[src/sslc_pkg.sv]
/*
 serial switch latch control package: widths and timing counts shared
 by the device end and the controller end.
 assumes a single 25 MHz system clock on both ends.
*/
package sslc_pkg;
   localparam int unsigned NUM_SW      = 32;
   localparam int unsigned CLK_HZ      = 25000000;
   localparam int unsigned SCLK_MAX_HZ = 20000000;
   // half period of the shift clock in system cycles, rounded up
   localparam int unsigned HALF_CYC_RAW =
      (CLK_HZ + 2 * SCLK_MAX_HZ - 1) / (2 * SCLK_MAX_HZ);
   localparam int unsigned HALF_CYC    = (HALF_CYC_RAW < 1) ? 1 : HALF_CYC_RAW;
   localparam logic [31:0] SW_RESET    = 32'h0000_0000;
   localparam logic [5:0]  BIT_LAST    = 6'h1f;
   localparam logic [3:0]  HALF_LAST   = 4'(HALF_CYC - 1);
endpackage

[src/sslc_if.sv]
/*
 serial control link between controller and switch device.
 assumes both ends clocked by the same system clock.
*/
`timescale 1ns/1ps
interface sslc_if;
   logic shift_clk;
   logic serial_in;
   logic serial_out;
   logic latch_load_n;
   logic latch_clear;

   modport device (
      input  shift_clk,
      input  serial_in,
      input  latch_load_n,
      input  latch_clear,
      output serial_out
   );
   modport host (
      output shift_clk,
      output serial_in,
      output latch_load_n,
      output latch_clear,
      input  serial_out
   );
endinterface

[src/sslc_host.sv]
/*
 controller end: shifts a 32-bit word msb first, then strobes load low.
 assumes clk is the system clock; shift clock derived by a divider.
*/
`timescale 1ns/1ps
module sslc_host (
   input  wire logic        clk,
   input  wire logic        resetn,
   sslc_if.host             link,
   input  wire logic        start,
   input  wire logic [31:0] word,
   input  wire logic        clear,
   output logic             busy,
   output logic             chain_out
);
   typedef enum logic [1:0] {
      ST_IDLE  = 2'b00,
      ST_SHIFT = 2'b01,
      ST_LOAD  = 2'b11
   } sslc_hst_e;

   typedef struct packed {
      sslc_hst_e   state;
      logic [31:0] data;
      logic [5:0]  bitn;
      logic [3:0]  half;
      logic        sclk;
      logic        sdat;
      logic        load_n;
      logic        clr;
      logic        busy;
      logic        chain;
   } sslc_hst_s;

   sslc_hst_s st_r;
   sslc_hst_s st_nxt;

   ////////////////////////////////////////////////////////////////////////
   // sequencer
   always_comb begin
      st_nxt = st_r;
      st_nxt.clr = clear;
      st_nxt.chain = link.serial_out;
      unique case (st_r.state)
         ST_IDLE: begin
            st_nxt.load_n = 1'b1;
            if (start) begin
               st_nxt.state = ST_SHIFT;
               st_nxt.data  = word;
               st_nxt.sdat  = word[31]; // switch 31 first
               st_nxt.bitn  = '0;
               st_nxt.half  = '0;
               st_nxt.busy  = 1'b1;
            end
         end
         ST_SHIFT: begin
            // load stays high during shifting
            if (st_r.half == sslc_pkg::HALF_LAST) begin
               st_nxt.half = '0;
               st_nxt.sclk = !st_r.sclk;
               if (st_r.sclk) begin
                  // falling edge: present next bit
                  if (st_r.bitn == sslc_pkg::BIT_LAST) begin
                     st_nxt.state  = ST_LOAD; // full word first
                     st_nxt.load_n = 1'b0;
                  end else begin
                     st_nxt.bitn = st_r.bitn + 6'h01;
                     st_nxt.data = {st_r.data[30:0], 1'b0};
                     st_nxt.sdat = st_r.data[30];
                  end
               end
            end else begin
               st_nxt.half = st_r.half + 4'h1;
            end
         end
         ST_LOAD: begin
            // one cycle low strobe then back high
            st_nxt.load_n = 1'b1;
            st_nxt.state  = ST_IDLE;
            st_nxt.busy   = 1'b0;
         end
         default: st_nxt.state = ST_IDLE;
      endcase
   end

   ////////////////////////////////////////////////////////////////////////
   always_ff @(posedge clk or negedge resetn) begin
      if (!resetn) begin
         st_r <= '{state: ST_IDLE, load_n: 1'b1, default: '0};
      end else begin
         st_r <= st_nxt;
      end
   end

   assign link.shift_clk    = st_r.sclk;
   assign link.serial_in    = st_r.sdat;
   assign link.latch_load_n = st_r.load_n;
   assign link.latch_clear  = st_r.clr;
   assign busy              = st_r.busy;
   assign chain_out         = st_r.chain;
endmodule

[src/flat_wrapper.sv]
// flat-port wrapper written by rule: the top's interface ports become plain ports
module sslc_host_flat 
  (clk, resetn, start, word, clear, busy, chain_out, link_shift_clk, link_serial_in, link_latch_load_n, link_latch_clear, link_serial_out);
  sslc_if link_i ();
  input  wire logic clk;
  input  wire logic resetn;
  input  wire logic start;
  input  wire logic [31:0] word;
  input  wire logic clear;
  output logic busy;
  output logic chain_out;
  output wire logic [$bits(link_i.shift_clk)-1:0] link_shift_clk;
  output wire logic [$bits(link_i.serial_in)-1:0] link_serial_in;
  output wire logic [$bits(link_i.latch_load_n)-1:0] link_latch_load_n;
  output wire logic [$bits(link_i.latch_clear)-1:0] link_latch_clear;
  input wire logic [$bits(link_i.serial_out)-1:0] link_serial_out;
  assign link_shift_clk = link_i.shift_clk;
  assign link_serial_in = link_i.serial_in;
  assign link_latch_load_n = link_i.latch_load_n;
  assign link_latch_clear = link_i.latch_clear;
  assign link_i.serial_out = link_serial_out;
  sslc_host u_core (.clk(clk), .resetn(resetn), .link(link_i), .start(start), .word(word), .clear(clear), .busy(busy), .chain_out(chain_out));
endmodule
[config.mk]
export PLATFORM = sky130hd
export DESIGN_NAME = sslc_host_flat
export DESIGN_NICKNAME = d
export VERILOG_FILES = /design/src/sslc_pkg.sv /design/src/sslc_if.sv /design/src/sslc_host.sv /design/src/flat_wrapper.sv
export SDC_FILE = /design/constraint.sdc
export NUM_CORES = 1
export LEC_CHECK = 0
export BUFFER_PORTS_ARGS = -buffer_cell sky130_fd_sc_hd__buf_2
export CORE_MARGIN = 2
export CORE_UTILIZATION = 40
export DETAILED_ROUTE_END_ITERATION = 8
export SETUP_SLACK_MARGIN = 0.5
export SLEW_MARGIN = 30
export SYNTH_ARGS = -nofsm -noshare
export SYNTH_HDL_FRONTEND = slang
export SYNTH_SLANG_ARGS = --single-unit
export TNS_END_PERCENT = 5
[constraint.sdc]
create_clock -name clk -period 2.7 [get_ports clk]
set_clock_uncertainty 0.05 [all_clocks]
set_input_delay 0.135 -clock clk [delete_from_list [all_inputs] [get_ports clk]]
set_output_delay 0.135 -clock clk [all_outputs]
set_load 0.05 [all_outputs]
==> flow_metrics.py <==
metrics = {
    "logic_synthesis": {
        "syn_inst": 198,
        "yosysUniqueCellTypes": 34,
        "synth_area_leader_cell": "dfrtp_1",
        "ys_ff_latch": 49,
        "yosys-top-cells-count": "mux2_2 (61), dfrtp_1 (48), a21oi_1 (10)",
        "dominantRegCellSynth": "dfrtp_1",
        "ys_warn_count": 0,
        "netlist.area_leader.share_pct": 48.10,
        "postSynthAreaPerCell_um2": 12.61,
        "netlist_area_um2": 2497,
        "synth.most_common_cell": "mux2_2",
        "synth_fp_nets": 242,
        "ys_seq_area_share_pct": 49.15,
        "synth_edf_count": 0,
        "ys_top_cells_by_area": "dfrtp_1 (48%), mux2_2 (28%), ha_1 (3.5%)",
        "async_reset_ff_share_pct": 100.0,
    },
    "hold_path": {
        "hp-start": "word[0]",
        "worstHoldEndpoint": "u_core.st_r[16]$_DFFE_PN0P_",
        "holdPathStages": 3,
        "hold_class": "in2reg",
    },
    "grt": {
        "antenna_found_initial": 0,
        "grt-ovfl-total": 0,
        "grt_max_degree": 50,
        "grt_most_used_layer": "met2",
        "use_met2_pct": 21.99,
        "grt_pass1_wl_mm": 7.990,
        "grt_usage_pct": 14.03,
        "met1_usage_pct": 18.88,
        "use_met3_pct": 4.473,
        "grt_pass1_vias": 1666,
    },
    "placed_design": {
        "place.gp.congestion": 0.7450,
        "dp_cells": 314,
        "dp_hpwl_mm": 3.000,
        "portBuffers": 42,
    },
    "finish": {
        "final_layout_size_suffix_gt1_share_pct": 51.55,
        "area_delta_synth_final_pct": 21.69,
        "nNetsFinal": 301,
        "diodes": 0,
        "instances_no_fill": 333,
        "final_util_pct": 50.73,
        "fillers": 534,
    },
    "drt": {
        "route.final.wire_length_mm": 4.595,
        "first_pass_iters": 4,
        "drc_errors": 0,
        "via_per_inst": 5.018,
        "first_iter_violations": 50,
        "via_count": 1671,
        "ant_nets": 0,
        "wl_per_cell_um": 13.80,
    },
    "timing": {
        "hold_viol_final": 0,
        "worst_slew_pin_slew_ns": 0.6346,
        "rsz0062_at_grt": "true",
        "setup_viol": 0,
        "fin_crit_ns": 2.253,
        "relSlewSlack_pct": 57.70,
        "maxSlewViolCount": 0,
        "final.setup.tns_ns": 0,
        "finalCritPeriodShare_pct": 83.45,
        "fmax_mhz": 443.8,
    },
    "critical_path": {
        "crit_chain": "inv_1 > ha_1 > or3b_4 > a211oi_4 > a21boi_4 > buf_4 > buf_16 > mux2_2",
        "r2r_setup_slack_ns": 0.45,
        "crit_fanout": 11,
        "critPathRequiredTime_ns": 2.84,
        "slowest_delay_ns": 0.42,
        "crit_type": "reg2reg",
        "r2r_start": "u_core.st_r[6]$_DFFE_PN0P_",
        "rr_endpoint": "u_core.st_r[26]$_DFFE_PN0P_",
        "critPathCaptureType": "flip-flop",
        "ff2ff_path_depth": 8,
        "startpoint_type": "flip-flop",
        "critPathSlowestCell": "or3b_4",
        "arrival_ns": 2.39,
    },
    "power_and_ir_drop": {
        "p_clk_share_pct": 35.4,
        "switching_share_pct": 22.72,
        "leakage_nw": 1.503,
        "seqPwrFrac_pct": 60.4,
        "intPower_mw": 0.9411,
        "p_per_area_nw_per_um2": 400.7,
        "ir_drop_v": 0.0003331,
        "switching_power_mw": 0.2767,
        "power_frac_comb_pct": 4.2,
        "p_total_mw": 1.218,
    },
    "job": {
        "cap_violations": 0,
    },
    "cts": {
        "numCtsBuffers": 5,
        "root_buffer": "clkbuf_8",
        "cts_tree": "built",
        "cts_sinks": 49,
        "clk_pin_slew_ns": 0.09,
        "clk_path_buf_depth": 2,
        "clock_latency_ns": 0.30,
        "cts_max_level": 2,
    },
    "floorplan": {
        "die-area_um2": 6891,
        "core-area_um2": 5991,
        "die_w_um": 83.02,
        "dieHeight_um": 83.02,
        "start_util_pct": 41.69,
        "ios": 43,
        "num_rows": 28,
    },
    "run_status": {
        "status": "completed",
    },
}
power groups by stage:
| stage | Combinational, mW | Clock, mW | Sequential [mW] |
|---|---|---|---|
| CTS | 0.0536 | 0.451 | 0.735 |
| detailed placement | 0.0503 | 0 | 0.750 |
| finish | 0.0514 | 0.431 | 0.735 |
| global route | 0.0579 | 0.482 | 0.736 |
| global placement | 0.0501 | 0 | 0.750 |
| floorplan | 0.000763 | 0 | 0.755 |
cell type report:
class                   count  area, um2  share of cell area [%]
multi-input cells         131       1191                   39.19
flip-flops and latches     49       1227                   40.39
clock inverters             2      15.01                  0.4940
clock buffers               6      72.57                   2.388
well taps                  75      93.84                   3.088
inverters                   9      33.78                   1.112
repair buffers             61      405.4                   13.34
critical path, delay by kind of cell (launching register included):
family | cells | cell delay [ns]
AOI/OAI and AO/OA | 2 | 0.50
and+or+nand+nor | 1 | 0.42
DFF | 1 | 0.39
buffers and inverters | 3 | 0.36
muxes | 1 | 0.33
adders and majority gates | 1 | 0.12
metal layers:
| metal | vias to the layer above | share of wire (%) |
|---|---|---|
| met5 | - | 0 |
| met4 | 0 | 0.74 |
| met3 | 4 | 5.1 |
| met2 | 37 | 46 |
| met1 | 803 | 48 |
| li1 | 827 | - |
per-stage QoR:
stage / hold WS, ns / cell area [um2] / setup slack [ns]
after floorplan: -0.2106 / 2497 / 0.5186
after global placement: 0.1944 / 2819 / 0.3329
after detailed placement: 0.1957 / 2819 / 0.3139
after CTS: 0.04415 / 3014 / 0.4840
after global routing: 0.08291 / 3039 / 0.3399
final: 0.04349 / 3039 / 0.4467
placed cells by master (no fill, tap or decap), drive strengths merged, types with 2 or more instances in the layout:
master	n
nand2b	2
nand4	3
clkbuf	6
ha	7
o21ai	8
dlygate4sd3	3
nand2	4
nor2	3
nor3b	2
mux2	63
inv	9
a21oi	10
nor2b	4
nor3	4
dfrtp	48
nand3	5
buf	58
a41oi	2
clkinvlp	2
what timing repair did:
action | CTS | global route
hold buffers | 3 | 0
setup buffers | 5 | 2
resized for setup | 1 | 2
gates cloned | 1 | 0
endpoints found under the setup margin | 29 | 31
pin swaps | 1 | 0
hold endpoints to repair | 50 | 0
how the worst max path moves through the flow:
stage / from / to / cells after the start
2_1_floorplan: u_core.st_r[6]$_DFFE_PN0P_ / u_core.link.serial_in$_DFFE_PN0P_ / 7
3_3_place_gp: u_core.st_r[6]$_DFFE_PN0P_ / u_core.st_r[29]$_DFFE_PN0P_ / 7
3_5_place_dp: u_core.st_r[6]$_DFFE_PN0P_ / u_core.st_r[28]$_DFFE_PN0P_ / 7
4_1_cts: u_core.st_r[6]$_DFFE_PN0P_ / u_core.st_r[26]$_DFFE_PN0P_ / 8
5_1_grt: u_core.st_r[49]$_DFFE_PN0P_ / u_core.st_r[29]$_DFFE_PN0P_ / 8
6_report: u_core.st_r[6]$_DFFE_PN0P_ / u_core.st_r[26]$_DFFE_PN0P_ / 8
kinds of logic after synthesis:
kind of cell               after synthesis  synth area share [%]
xor gates and xnor gates                 1                0.3508
adders and majority gates                7                 3.507
buffers and inverters                   18                 3.657
AOI/OAI and AO/OA                       26                 6.864
muxes                                   64                 28.81
and+or+nand+nor                         33                 7.665
DFF                                     49                 49.15
state kept, by name (all words and copies together), names as in the netlist:
name                      cells
u_core.st_r                  43
u_core.busy                   1
u_core.chain_out              1
u_core.link.latch_clear       1
u_core.link.latch_load_n      1
u_core.link.serial_in         1
u_core.link.shift_clk         1
(Power assumes the default switching activity.)
